<file path="src/rtl/aspw_pkg.sv">
// Package for the per-axis status and position word block
package aspw_pkg;

    // ********************************************
    // Register word offsets (index of 16-bit word)
    // ********************************************
    localparam logic [4:0] OFF_X_STATUS_TWO = 5'h04;   // X status two
    localparam logic [4:0] OFF_X_POS_UPPER  = 5'h05;   // X upper digits
    localparam logic [4:0] OFF_X_POS_LOWER  = 5'h06;   // X lower digits
    localparam logic [4:0] OFF_Y_STATUS_TWO = 5'h0B;   // Y status two
    localparam logic [4:0] OFF_Y_POS_UPPER  = 5'h0C;   // Y upper digits
    localparam logic [4:0] OFF_Y_POS_LOWER  = 5'h0D;   // Y lower digits
    localparam logic [4:0] OFF_X_STATUS_ONE = 5'h03;   // X sign word
    localparam logic [4:0] OFF_Y_STATUS_ONE = 5'h0A;   // Y sign word
    localparam logic [4:0] OFF_IRQ_STATUS   = 5'h10;   // Sticky events, RO
    localparam logic [4:0] OFF_IRQ_CLEAR    = 5'h11;   // W1C
    localparam logic [4:0] OFF_IRQ_ENABLE   = 5'h12;   // Enables, RW
    localparam logic [4:0] OFF_ZONE_X       = 5'h13;   // X zones: decel hi, accel lo
    localparam logic [4:0] OFF_ZONE_Y       = 5'h14;   // Y zones

    // ********************************************
    // Status word two bit positions
    // ********************************************
    localparam int BIT_ORIGIN_IN  = 0;
    localparam int BIT_ESTOP_IN   = 1;
    localparam int BIT_EXT_INT    = 2;
    localparam int BIT_CCW_LS     = 3;
    localparam int BIT_CW_LS      = 4;
    localparam int BIT_OUT_ONE    = 5;
    localparam int BIT_OUT_TWO    = 6;
    localparam int BIT_AT_ORIGIN  = 7;
    localparam int BIT_DECEL_ZONE = 8;
    localparam int BIT_ACCEL_ZONE = 9;
    localparam int BIT_IN_POS     = 10;
    localparam int BIT_DECEL      = 11;
    localparam int BIT_CONST_SPD  = 12;
    localparam int BIT_ACCEL      = 13;
    localparam int BIT_CCW_MOVE   = 14;
    localparam int BIT_CW_MOVE    = 15;
    localparam int BIT_POS_SIGN   = 0;                 // Sign bit in first status word

    // ********************************************
    // Reset values
    // ********************************************
    localparam logic [15:0] RST_WORD     = 16'h0000;   // Words and flags after reset
    localparam logic [31:0] RST_POSITION = 32'h0000_0000;
    localparam logic [7:0]  RST_ZONE     = 8'h10;      // Default zone width, in steps
    localparam logic [3:0]  RST_IRQ      = 4'h0;

    // Interrupt event bits
    localparam int IRQ_X_ORIGIN = 0;                   // X reached position zero
    localparam int IRQ_X_STOP   = 1;                   // X motion ended
    localparam int IRQ_Y_ORIGIN = 2;
    localparam int IRQ_Y_STOP   = 3;

    // Per-axis inputs from the motion core and the pins
    typedef struct packed {
        logic        origin_sensor;        // Origin level
        logic        estop_open;           // E-stop active
        logic        ext_interrupt;        // Interrupt level
        logic        ccw_limit_switch_input;
        logic        cw_limit_switch_input;
        logic        general_output_one;
        logic        general_output_two;
        logic        start_positioning_cmd; // Strobes
        logic        jog_cmd;
        logic        decel_stop_done;      // Done strobes
        logic        estop_done;
        logic        positioning_done;
        logic        origin_search_done;
        logic        set_current_position_cmd;
        logic [31:0] new_position_bcd;     // Loaded by set
        logic        new_position_neg;
        logic        step_valid;           // One pulse out
        logic        step_ccw;             // Its direction
        logic [7:0]  remaining;            // Steps to go
        logic        decel_point;          // Decel start
        logic        error_in_zone;        // Error in zone
        logic        pulses_to_counter;    // Counter fed
        logic        moving;               // In motion
    } aspw_axis_in_t;

endpackage : aspw_pkg

</file>
<file path="src/rtl/aspw_top.sv">
// Two-axis status word two and BCD current position words
// Overview of operation
// RULE1 - Bit 0 mirrors origin sensor input
// RULE2 - Bit 1 mirrors emergency stop input
// RULE3 - Bit 2 mirrors external interrupt input
// RULE4 - Bit 3 mirrors counter-clockwise limit switch
// RULE5 - Bit 4 mirrors clockwise limit switch
// RULE6 - Bits 5,6 mirror general outputs
// RULE7 - Bit 7 set when stopped at zero
// RULE8 - Bit 8 decel zone near destination
// RULE9 - Bit 9 accel zone after start
// RULE10 - Bit 10 following error within zone
// RULE11 - Bit 11 decelerating from decel point
// RULE12 - Bit 12 constant speed after acceleration
// RULE13 - Bit 13 accelerating from start command
// RULE14 - Bits 14,15 show active direction
// RULE15 - Position held as eight BCD digits
// RULE16 - Position zero until origin established
// RULE17 - X words 4-6, Y 11-13
// RULE18 - Position sign in first status word
// RULE19 - Host only reads these words
`timescale 1ns/1ps
`default_nettype none

module aspw_top #(
    parameter int ZONE_W = 8                           // Width of zone settings
) (
    input  wire logic                   mclk,
    input  wire logic                   rst,
    input  wire logic                   sys_error,     // System error strobe/level
    input  wire aspw_pkg::aspw_axis_in_t x_in,
    input  wire aspw_pkg::aspw_axis_in_t y_in,
    input  wire logic [4:0]             reg_addr,
    input  wire logic [15:0]            reg_wdata,
    input  wire logic                   reg_wr,
    input  wire logic                   reg_rd,
    output logic      [15:0]            reg_rdata,
    output logic                        irq
);

    // ********************************************
    // Helper functions
    // ********************************************

    // Add or subtract one on an eight-digit BCD magnitude
    function automatic logic [31:0] bcd_step(input logic [31:0] v, input logic up);
        logic [31:0] r;
        logic        carry;
        r     = v;
        carry = 1'b1;
        for (int i = 0; i < 8; i++)
        begin
            // A digit wraps and carries on 9 going up, 0 going down
            if (carry)
            begin
                carry       = (v[i*4 +: 4] == (up ? 4'h9 : 4'h0));
                r[i*4 +: 4] = carry ? (up ? 4'h0 : 4'h9) : (up ? v[i*4 +: 4] + 4'h1 : v[i*4 +: 4] - 4'h1);
            end
        end
        return r;
    endfunction : bcd_step

    // ********************************************
    // Per-axis state
    // ********************************************
    typedef struct packed {
        logic [15:0] status;                           // Status word two
        logic [31:0] pos;                              // BCD magnitude
        logic        neg;                              // Sign of position
        logic        origin_set;                       // Origin has been established
        logic [7:0]  travel;                           // Steps since start, saturating
    } aspw_axis_st_t;

    aspw_axis_st_t ax_q [2];                           // Index 0 = X, 1 = Y
    aspw_axis_st_t ax_d [2];
    aspw_pkg::aspw_axis_in_t ain [2];
    logic [ZONE_W-1:0] decel_zone_q [2];               // Decel zone width per axis
    logic [ZONE_W-1:0] accel_zone_q [2];               // Accel zone width per axis
    logic [ZONE_W-1:0] decel_zone_d [2];
    logic [ZONE_W-1:0] accel_zone_d [2];
    logic [3:0]        irq_stat_q, irq_stat_d;         // Sticky events
    logic [3:0]        irq_en_q,   irq_en_d;           // Event enables
    logic [15:0]       rdata_d;
    logic              irq_d;

    assign ain[0] = x_in;
    assign ain[1] = y_in;

    // ********************************************
    // Axis next-state logic
    // ********************************************

    // Inputs and flags recomputed every cycle from the motion core
    always_comb
    begin
        for (int a = 0; a < 2; a++)
        begin
            logic [15:0] s;
            logic        stopped;
            s       = ax_q[a].status;
            stopped = ~ain[a].moving;
            ax_d[a] = ax_q[a];
            // Input mirrors ignore system error on purpose
            s[aspw_pkg::BIT_ORIGIN_IN] = ain[a].origin_sensor; // RULE1
            s[aspw_pkg::BIT_ESTOP_IN]  = ain[a].estop_open; // RULE2
            s[aspw_pkg::BIT_EXT_INT]   = ain[a].ext_interrupt; // RULE3
            s[aspw_pkg::BIT_CCW_LS]    = ain[a].ccw_limit_switch_input; // RULE4
            s[aspw_pkg::BIT_CW_LS]     = ain[a].cw_limit_switch_input; // RULE5
            s[aspw_pkg::BIT_OUT_ONE]   = ain[a].general_output_one; // RULE6
            s[aspw_pkg::BIT_OUT_TWO]   = ain[a].general_output_two; // RULE6
            s[aspw_pkg::BIT_IN_POS]    = ain[a].error_in_zone & ~ain[a].pulses_to_counter; // RULE10
            // Position tracks steps only once origin exists
            if (ain[a].set_current_position_cmd)
            begin
                ax_d[a].pos        = ain[a].new_position_bcd;            // RULE16
                // A loaded zero is never reported negative
                ax_d[a].neg        = ain[a].new_position_neg
                                     && (ain[a].new_position_bcd != aspw_pkg::RST_POSITION); // RULE18
                ax_d[a].origin_set = 1'b1;
            end
            else if (ain[a].origin_search_done)
            begin
                ax_d[a].pos        = aspw_pkg::RST_POSITION;             // RULE16
                ax_d[a].neg        = 1'b0;
                ax_d[a].origin_set = 1'b1;
            end
            else if (ax_q[a].origin_set && ain[a].step_valid)
            begin
                // Sign-magnitude: moving away from zero grows magnitude
                if (ax_q[a].pos == aspw_pkg::RST_POSITION)
                begin
                    ax_d[a].pos = bcd_step(ax_q[a].pos, 1'b1);           // RULE15
                    ax_d[a].neg = ain[a].step_ccw;
                end
                else
                begin
                    ax_d[a].pos = bcd_step(ax_q[a].pos, ain[a].step_ccw == ax_q[a].neg);
                end
            end
            // Travel since start drives the accel zone
            if (ain[a].start_positioning_cmd || ain[a].jog_cmd)
                ax_d[a].travel = 8'h00;
            else if (ain[a].step_valid && ax_q[a].travel != 8'hFF)
                ax_d[a].travel = ax_q[a].travel + 8'h01;
            // Accel zone
            if (ain[a].start_positioning_cmd || ain[a].jog_cmd)
                s[aspw_pkg::BIT_ACCEL_ZONE] = 1'b1; // RULE9
            else if (ain[a].decel_stop_done || (ax_q[a].travel >= 8'(accel_zone_q[a])))
                s[aspw_pkg::BIT_ACCEL_ZONE] = 1'b0; // RULE9
            // Decel zone
            if (ain[a].positioning_done || ain[a].estop_done)
                s[aspw_pkg::BIT_DECEL_ZONE] = 1'b0; // RULE8
            else if (ain[a].moving && ain[a].remaining < 8'(decel_zone_q[a]))
                s[aspw_pkg::BIT_DECEL_ZONE] = 1'b1; // RULE8
            // Speed profile: accel, constant, decel
            if (ain[a].start_positioning_cmd || ain[a].jog_cmd)
            begin
                s[aspw_pkg::BIT_ACCEL]     = 1'b1; // RULE13
                s[aspw_pkg::BIT_CONST_SPD] = 1'b0; // RULE12
            end
            else if (ain[a].decel_point)
            begin
                s[aspw_pkg::BIT_DECEL]     = 1'b1; // RULE11
                s[aspw_pkg::BIT_ACCEL]     = 1'b0; // RULE13
                s[aspw_pkg::BIT_CONST_SPD] = 1'b0;
            end
            else if (s[aspw_pkg::BIT_ACCEL] && !s[aspw_pkg::BIT_ACCEL_ZONE])
            begin
                s[aspw_pkg::BIT_ACCEL]     = 1'b0; // RULE13
                s[aspw_pkg::BIT_CONST_SPD] = 1'b1; // RULE12
            end
            if (ain[a].positioning_done || ain[a].decel_stop_done)
                s[aspw_pkg::BIT_DECEL] = 1'b0; // RULE11
            // Direction follows the last step; stopping clears both
            if (ain[a].step_valid)
            begin
                s[aspw_pkg::BIT_CCW_MOVE] = ain[a].step_ccw; // RULE14
                s[aspw_pkg::BIT_CW_MOVE]  = ~ain[a].step_ccw; // RULE14
            end
            if (stopped)
            begin
                s[aspw_pkg::BIT_CCW_MOVE] = 1'b0;
                s[aspw_pkg::BIT_CW_MOVE]  = 1'b0;
            end
            // At origin: stopped, defined and zero
            s[aspw_pkg::BIT_AT_ORIGIN] = stopped & ax_d[a].origin_set
                                         & (ax_d[a].pos == aspw_pkg::RST_POSITION); // RULE7
            // System error clears motion flags, position, sign and origin only
            if (sys_error)
            begin
                s[aspw_pkg::BIT_AT_ORIGIN]  = 1'b0; // RULE7
                s[aspw_pkg::BIT_DECEL_ZONE] = 1'b0; // RULE8
                s[aspw_pkg::BIT_ACCEL_ZONE] = 1'b0; // RULE9
                s[aspw_pkg::BIT_DECEL]      = 1'b0; // RULE11
                s[aspw_pkg::BIT_CONST_SPD]  = 1'b0; // RULE12
                s[aspw_pkg::BIT_ACCEL]      = 1'b0; // RULE13
                s[aspw_pkg::BIT_CCW_MOVE]   = 1'b0; // RULE14
                s[aspw_pkg::BIT_CW_MOVE]    = 1'b0; // RULE14
                ax_d[a].pos        = aspw_pkg::RST_POSITION; // RULE16
                ax_d[a].neg        = 1'b0;
                ax_d[a].origin_set = 1'b0;
            end
            ax_d[a].status = s;
        end
    end

    // Axis state registers
    always_ff @(posedge mclk or posedge rst)
    begin
        if (rst)
        begin
            for (int a = 0; a < 2; a++)
            begin
                ax_q[a] <= '0;
            end
        end
        else
        begin
            ax_q <= ax_d;
        end
    end

    // ********************************************
    // Register bus, zones and interrupts
    // ********************************************

    // Read mux; status words are read only, writes there are dropped
    always_comb
    begin
        rdata_d = aspw_pkg::RST_WORD;
        case (reg_addr)
            aspw_pkg::OFF_X_STATUS_ONE: rdata_d = {15'h0000, ax_q[0].neg};   // RULE18
            aspw_pkg::OFF_Y_STATUS_ONE: rdata_d = {15'h0000, ax_q[1].neg};   // RULE18
            aspw_pkg::OFF_X_STATUS_TWO: rdata_d = ax_q[0].status;            // RULE17
            aspw_pkg::OFF_X_POS_UPPER:  rdata_d = ax_q[0].pos[31:16];        // RULE15
            aspw_pkg::OFF_X_POS_LOWER:  rdata_d = ax_q[0].pos[15:0];         // RULE15
            aspw_pkg::OFF_Y_STATUS_TWO: rdata_d = ax_q[1].status;            // RULE17
            aspw_pkg::OFF_Y_POS_UPPER:  rdata_d = ax_q[1].pos[31:16];
            aspw_pkg::OFF_Y_POS_LOWER:  rdata_d = ax_q[1].pos[15:0];
            aspw_pkg::OFF_IRQ_STATUS:   rdata_d = {12'h000, irq_stat_q};
            aspw_pkg::OFF_IRQ_ENABLE:   rdata_d = {12'h000, irq_en_q};
            aspw_pkg::OFF_ZONE_X:       rdata_d = {8'(decel_zone_q[0]), 8'(accel_zone_q[0])};
            aspw_pkg::OFF_ZONE_Y:       rdata_d = {8'(decel_zone_q[1]), 8'(accel_zone_q[1])};
            default:                    rdata_d = aspw_pkg::RST_WORD;
        endcase
        if (!reg_rd)
            rdata_d = aspw_pkg::RST_WORD;
    end

    // Config and interrupt next values; a new event beats a clear
    always_comb
    begin
        logic [3:0] ev;
        ev = {ax_q[1].status[aspw_pkg::BIT_DECEL] & ~ax_d[1].status[aspw_pkg::BIT_DECEL],
              ~ax_q[1].status[aspw_pkg::BIT_AT_ORIGIN] & ax_d[1].status[aspw_pkg::BIT_AT_ORIGIN],
              ax_q[0].status[aspw_pkg::BIT_DECEL] & ~ax_d[0].status[aspw_pkg::BIT_DECEL],
              ~ax_q[0].status[aspw_pkg::BIT_AT_ORIGIN] & ax_d[0].status[aspw_pkg::BIT_AT_ORIGIN]};
        decel_zone_d = decel_zone_q;
        accel_zone_d = accel_zone_q;
        irq_en_d     = irq_en_q;
        irq_stat_d   = irq_stat_q;
        if (reg_wr)
        begin
            case (reg_addr)
                aspw_pkg::OFF_IRQ_CLEAR:  irq_stat_d = irq_stat_q & ~reg_wdata[3:0];
                aspw_pkg::OFF_IRQ_ENABLE: irq_en_d   = reg_wdata[3:0];
                aspw_pkg::OFF_ZONE_X:
                begin
                    decel_zone_d[0] = ZONE_W'(reg_wdata[15:8]);
                    accel_zone_d[0] = ZONE_W'(reg_wdata[7:0]);
                end
                aspw_pkg::OFF_ZONE_Y:
                begin
                    decel_zone_d[1] = ZONE_W'(reg_wdata[15:8]);
                    accel_zone_d[1] = ZONE_W'(reg_wdata[7:0]);
                end
                default: ;
            endcase
        end
        irq_stat_d = irq_stat_d | ev;
        irq_d      = |(irq_stat_d & irq_en_d);
    end

    // Bus, config and interrupt registers
    always_ff @(posedge mclk or posedge rst)
    begin
        if (rst)
        begin
            reg_rdata    <= aspw_pkg::RST_WORD;
            irq          <= 1'b0;
            irq_stat_q   <= aspw_pkg::RST_IRQ;
            irq_en_q     <= aspw_pkg::RST_IRQ;
            decel_zone_q <= '{default: ZONE_W'(aspw_pkg::RST_ZONE)};
            accel_zone_q <= '{default: ZONE_W'(aspw_pkg::RST_ZONE)};
        end
        else
        begin
            reg_rdata    <= rdata_d;
            irq          <= irq_d;
            irq_stat_q   <= irq_stat_d;
            irq_en_q     <= irq_en_d;
            decel_zone_q <= decel_zone_d;
            accel_zone_q <= accel_zone_d;
        end
    end

endmodule : aspw_top

`default_nettype wire

</file>
<file path="config.mk">
export PLATFORM = sky130hd
export DESIGN_NAME = aspw_top
export DESIGN_NICKNAME = d
export VERILOG_FILES = /design/src/rtl/aspw_pkg.sv /design/src/rtl/aspw_top.sv
export SDC_FILE = /design/constraint.sdc
export NUM_CORES = 1
export LEC_CHECK = 0
export ABC_AREA = 1
export BUFFER_PORTS_ARGS = -buffer_cell sky130_fd_sc_hd__buf_2
export CORE_MARGIN = 5
export CORE_UTILIZATION = 40
export CTS_CLUSTER_SIZE = 25
export DETAILED_ROUTE_END_ITERATION = 10
export RECOVER_POWER = 25
export SETUP_SLACK_MARGIN = 0.2
export SYNTH_ARGS = -nofsm -noshare
export SYNTH_HDL_FRONTEND = slang
export SYNTH_SLANG_ARGS = --single-unit
</file>
<file path="constraint.sdc">
create_clock -name mclk -period 15.5 [get_ports mclk]
set_input_delay 0.775 -clock mclk [delete_from_list [all_inputs] [get_ports mclk]]
set_output_delay 0.775 -clock mclk [all_outputs]
set_load 0.005 [all_outputs]
</file>
======== After elaboration in Yosys (flattened, before gate mapping) ========
Cells that the tools add are included.
cells by class
  add/sub/neg operators ................... 34
  multiply operators ...................... 0
  div/mod/pow operators ................... 0
  $lt $le $gt $ge ......................... 4
  equal/unequal tests ..................... 51
  shifts and indexed selects .............. 0
  multiplexer cells ....................... 268
  bitwise logic cells ..................... 24
  reduce and logical (&&, ||, !) cells .... 41
operators with widths
  kind                 count
  $mux 4               84
  $pmux 16 s12         1
  $mux 1               154
  $mux 34              4
  $mux 33              4
  $logic_not 32->1     4
  $add 4x1->4 const B  16
  $eq 4x4->1           16
  $eq 4x4->1 const B   16
  $mux 32              2
  $reduce_bool 32->1   2
  $sub 4x1->4 const B  16
  $mux 8               4
  $eq 5x5->1 const B   5
  $reduce_bool 4->1    6
  $eq 5x4->1 const B   4
  $mux 2               10
  $add 8x1->8 const B  2
  $ge 8x8->1           2
  $lt 8x8->1           2
  $mux 16              1
  $ne 8x8->1 const B   2
  $eq 5x3->1 const B   3
  $and 1x1->1          10
  16 further kinds     52
storage, ports and cells
  register bits ........................... 173
  latch bits .............................. 0
  bits in writable memories ............... 0
  ROM bits ................................ 0
  input bits .............................. 148
  output and inout bits ................... 17
  word-level logic and storage cells ...... 446
  memories kept ........................... 0

======== Depth between registers and ports, before layout ========
  depth after elaboration ................. 49
  depth in mapped cells ................... 23
  depth with buffers taken out ............ 23

======== Worst setup path after synthesis ========
OpenSTA, ideal clock, no wires.
  path type ............................... input to register
  start ................................... input port x_in[47] (netlist bit)
  end ..................................... register irq
  library setup time ...................... 121 ps
  data arrival time ....................... 2484 ps
  data required time ...................... 15379 ps
  setup slack ............................. 12895 ps
  cell stages on the path ................. 18
  path buffers ............................ 3
  cells stage by stage .................... clkbuf_1 > or2_2 > buf_2 > inv_1 > clkbuf_1 > o21ai_0 > a21oi_1 > nand2_1 > nand2_1 > nor2_1 > nand2_1 > nor2_1 > nand2_1 > nor3_2 > nand3_1 > nand2_1 > nand2_1 > nand3_2
between the ends
  word-level cells in the longest chain between the ends .. 8
  elaborated cells on any way between the ends .. 9
  those cells by class .................... mux: 2; bitwise: 5; reduce/logical: 2
RTL lines
  what                                             RTL line                          text
  start: declaration                               aspw_top.sv:31                    input wire aspw_pkg::aspw_axis_in_t x_in,
  $mux 34 *                                        aspw_top.sv:113                   if (ain[a].set_current_position_cmd)
  $logic_not 32->1 or $and 1x1->1 (tied branches)  aspw_top.sv:187, aspw_top.sv:186
  $and 1x1->1 *                                    aspw_top.sv:187                   & (ax_d[a].pos == aspw_pkg::RST_POSITION);
  $mux 3 *                                         aspw_top.sv:189                   if (sys_error)
  $and 1x1->1 *                                    aspw_top.sv:257                   ~ax_q[0].status[aspw_pkg::BIT_AT_ORIGIN] & ax_d[0].status[aspw_pkg::BIT_AT_ORIGIN]};
  $or 4x4->4 *                                     aspw_top.sv:280                   irq_stat_d = irq_stat_d | ev;
  net irq_stat_d[0]                                aspw_top.sv:81                    logic [3:0] irq_stat_q, irq_stat_d;
  $and 4x4->4 *                                    aspw_top.sv:281                   irq_d = |(irq_stat_d & irq_en_d);
  $reduce_or 4->1 *                                aspw_top.sv:281
  net irq_d                                        aspw_top.sv:84                    logic irq_d;
  end signal: assignment                           aspw_top.sv:299                   irq <= irq_d;
  end: declaration                                 aspw_top.sv:38                    output logic irq
Mark *: on every way through the listed nets, which the timed path passes. The rest lies on a longest branch.
A chain may end at the register's enable or synchronous reset.

==> run summary <==
Total leakage power: 8.09 nW
Power per standard cell area: 82.6 mW/mm^2
Worst setup slack after placement: 11.39 ns
Clock H-tree levels: 4
Count of unresolved DRC violations after routing: 0
Fraction of registers with async set/reset: 100%
Multi-input combinational cell area: 0.00856 mm^2
Total wire length: 53.8 mm
Violation count after the first detailed-routing iteration: 1293
Antenna Violating Nets Remaining: 0
Overall routing resource usage: 27.0%
Crit path launch type: input pin
Cells taking the most area after synthesis: dfrtp_1 (30%), nand2_1 (13%), ha_1 (8.1%)
Classification of the worst-slack hold path: input pin to register
Switching part of the total: 36.1%
Max_slew headroom: -188%
Via count of the first global-routing pass: 14400
Number of placement rows: 69
Leading register cell type out of synthesis: dfrtp_1
Final count of hold timing violations: 0
Port Buffers: 164
#FFs+latches synth: 173
Detailed Place HPWL: 42.2 mm
Top-level I/O count: 165
Nets in the synthesized netlist: 2342
Setup repair after global routing missed its margin: no
Number of filler cells placed in the layout: 3698
Growth of design area from synthesis to finish: 11.7%
Leading cell type by number of instances after synthesis: nand2_1
CTS tree: yes
Count of TritonRoute iterations in the first routing pass: 7
RD Place Congestion: 0.996
Power share of the combinational group: 25.4%
Initial cell density of the core: 40.4%
Area share of the largest cell type after synthesis: 29.6%
Violations in the final reports: capacitance limit, slew limit
Run status: complete, but fails checks
IR Drop Worst-Case VDD: 0.0813 mV
Count of buffers added by post-CTS timing repair for setup: 0
Total Nets Final: 2452
Count of hold buffers inserted by post-cts repair: 0
Later-pin clock latency in the skew report: 0.46 ns
Kind of capture point of the worst setup path: asynchronous set/reset pin
Routed vias/inst: 5.54
Worst clock skew: 0.0164 ns
Final period demand of the worst path: 5.74 ns
Max Clk Rate: 174 MHz
Gate count of the mapped netlist: 2102
Library cell used as clock root buffer: clkbuf_16
Wire length of the first global-routing pass: 82.9 mm
Number of failing setup endpoints in the final timing report: 0
Sequential fraction of the synthesis area: 30.3%
Class of the most critical setup path: input pin to asynchronous set/reset pin
Layout cell share with drive strength beyond 1: 11.9%
Unique masters post-synth: 59
ANT cells: 0
Post-CTS Resized: 0
Die boundary height: 199 um
Pins over their slew limit: 198
Switch Pwr: 477 uW
Crit path DAT: 6.24 ns
Clock slew at the register clock pins of the worst setup and hold paths: 0.08 ns
Chip Width: 199 um
Final sum of negative setup slack: 0 ns
Yosys Warn Count: 0
Count of max-cap constraint violations: 4
Placeable core region: 0.0354 mm^2
DIE AREA: 0.0396 mm^2
Worst-Margin Slew: 4.32 ns
Largest fanout on the critical path: 74
Footprint of the flip-flops and latches: 0.00433 mm^2
Total via count after detailed routing: 14900
Count of flip-flops with a built-in enable after synthesis: 0
Max Root-Sink Buffers: 2
Final cycle utilization of the critical path: 37.0%
Worst EP required: 16.00 ns
Total CTS buffers: 17
Number of sinks on the clock net: 173
Worst Setup Slack, final: 9.76 ns
Maximum number of pins on one net before global-route repair: 75
Avg Inst Size Synth: 6.80 um^2
Leading post-synthesis cells by instance count: nand2_1 (513), inv_1 (266), nor2_1 (202), nand3_1 (175), dfrtp_1 (169)
Sequential Power Share: 39.9%
Final global-route overflow total: 0
Routed wire per std cell: 20.0 um
P_int: 842 uW
Synth area leader: dfrtp_1
Number of antenna violations at the first check in global routing: 1
Part of the total power dissipated in the clock network: 34.7%
Summed instance area of the synthesized netlist: 0.0143 mm^2
cells by family after synthesis:
kind of cell	count (synthesis)	synth area share (%)
buffers and inverters	363	9.83
xor gates and xnor gates	55	3.37
DFF	173	30.3
and+or+nand+nor	1033	32.6
muxes	2	0.140
adders and majority gates	92	8.05
AOI/OAI and AO/OA	384	15.7
worst paths after layout:
| check | startpoint | to | slack (ns) | depth (start not counted) |
|---|---|---|---|---|
| hold / removal | x_in[57] | ax_q[103]$_DFF_PP0_ | 0.41 | 1 |
| hold reg to reg | accel_zone_q[1]$_DFFE_PP0P_ | accel_zone_q[1]$_DFFE_PP0P_ | 0.48 | 2 |
| max in group mclk | sys_error | ax_q[50]$_DFFE_PP0P_ | 11.50 | 4 |
| min in group asynchronous | rst | ax_q[57]$_DFFE_PP0P_ | 0.84 | 2 |
| setup / recovery | rst | ax_q[87]$_DFF_PP0_ | 9.76 | 4 |
| setup reg to reg | ax_q[22]$_DFF_PP0_ | irq$_DFF_PP0_ | 11.58 | 21 |
state kept, by name, summed over array words and instances, names as in the netlist:
signal,cells
accel_zone_q,16
irq_en_q,4
irq,1
ax_q,116
decel_zone_q,16
reg_rdata,16
irq_stat_q,4
per-stage QoR:
step                      instance area [um^2]  cells  util, %  hold WS [ns]  power [mW]
after global routing                     16000   2686     45.1         0.394        1.39
after floorplan                          14300   2102        -         0.453       0.749
after CTS                                16000   2686     45.2         0.322        1.32
after detailed placement                 15400   2654     43.5         0.473       0.865
final                                    16000   2686     45.1         0.412        1.32
after global placement                   15400   2654     43.5         0.467       0.861
cell type report:
cell class | instances | share of cell area, %
sequential | 173 | 27.1
tap | 461 | 3.61
multi-input combinational | 1566 | 53.6
clock inverter | 13 | 0.987
timing repair buffer | 172 | 5.35
clock buffer | 19 | 2.71
inverter | 282 | 6.63
critical path, cell delays in order:
cell,delay (ns)
buf_2,0.10
clkinvlp_2,1.15
clkbuf_1,3.09
buf_4,0.99
cells in the final DEF (no fill, tap or decap), types with 6 or more instances in the layout:
cell type,Yosys,layout
a211oi_1,9,9
a21boi_0,6,6
a21boi_1,10,10
a21oi_1,92,92
a221oi_1,14,14
a31oi_1,7,7
buf_2,22,152
clkbuf_1,52,17
clkbuf_16,0,17
dfrtp_1,169,169
ha_1,92,92
inv_1,266,265
inv_2,12,12
inv_6,0,6
nand2_1,513,513
nand2_2,13,13
nand3_1,175,175
nand3_2,8,8
nand4_1,33,33
nor2_1,202,202
nor2_4,6,6
nor3_1,14,14
nor4_1,28,28
o211ai_1,9,9
o21a_1,6,6
o21ai_0,162,162
o22ai_1,40,40
or2_2,7,7
xnor2_1,13,13
xor2_1,42,42
power groups by stage:
| stage | clock (mW) | combinational, mW | sequential [mW] |
|---|---|---|---|
| 3_5_place_dp | 0 | 0.332 | 0.533 |
| 6_report | 0.457 | 0.336 | 0.526 |
| 3_3_place_gp | 0 | 0.329 | 0.532 |
| 4_1_cts | 0.465 | 0.334 | 0.525 |
| 2_1_floorplan | 0 | 0.236 | 0.512 |
| 5_1_grt | 0.480 | 0.378 | 0.530 |
metal layers:
layer / track usage (%) / share of wire (%)
met1: 36.4 / 43
met5: 0 / 0.020
met4: 10.5 / 3.9
met2: 43.6 / 46
met3: 4.42 / 7.1
No activity file was read; power rests on OpenSTA's default activity.
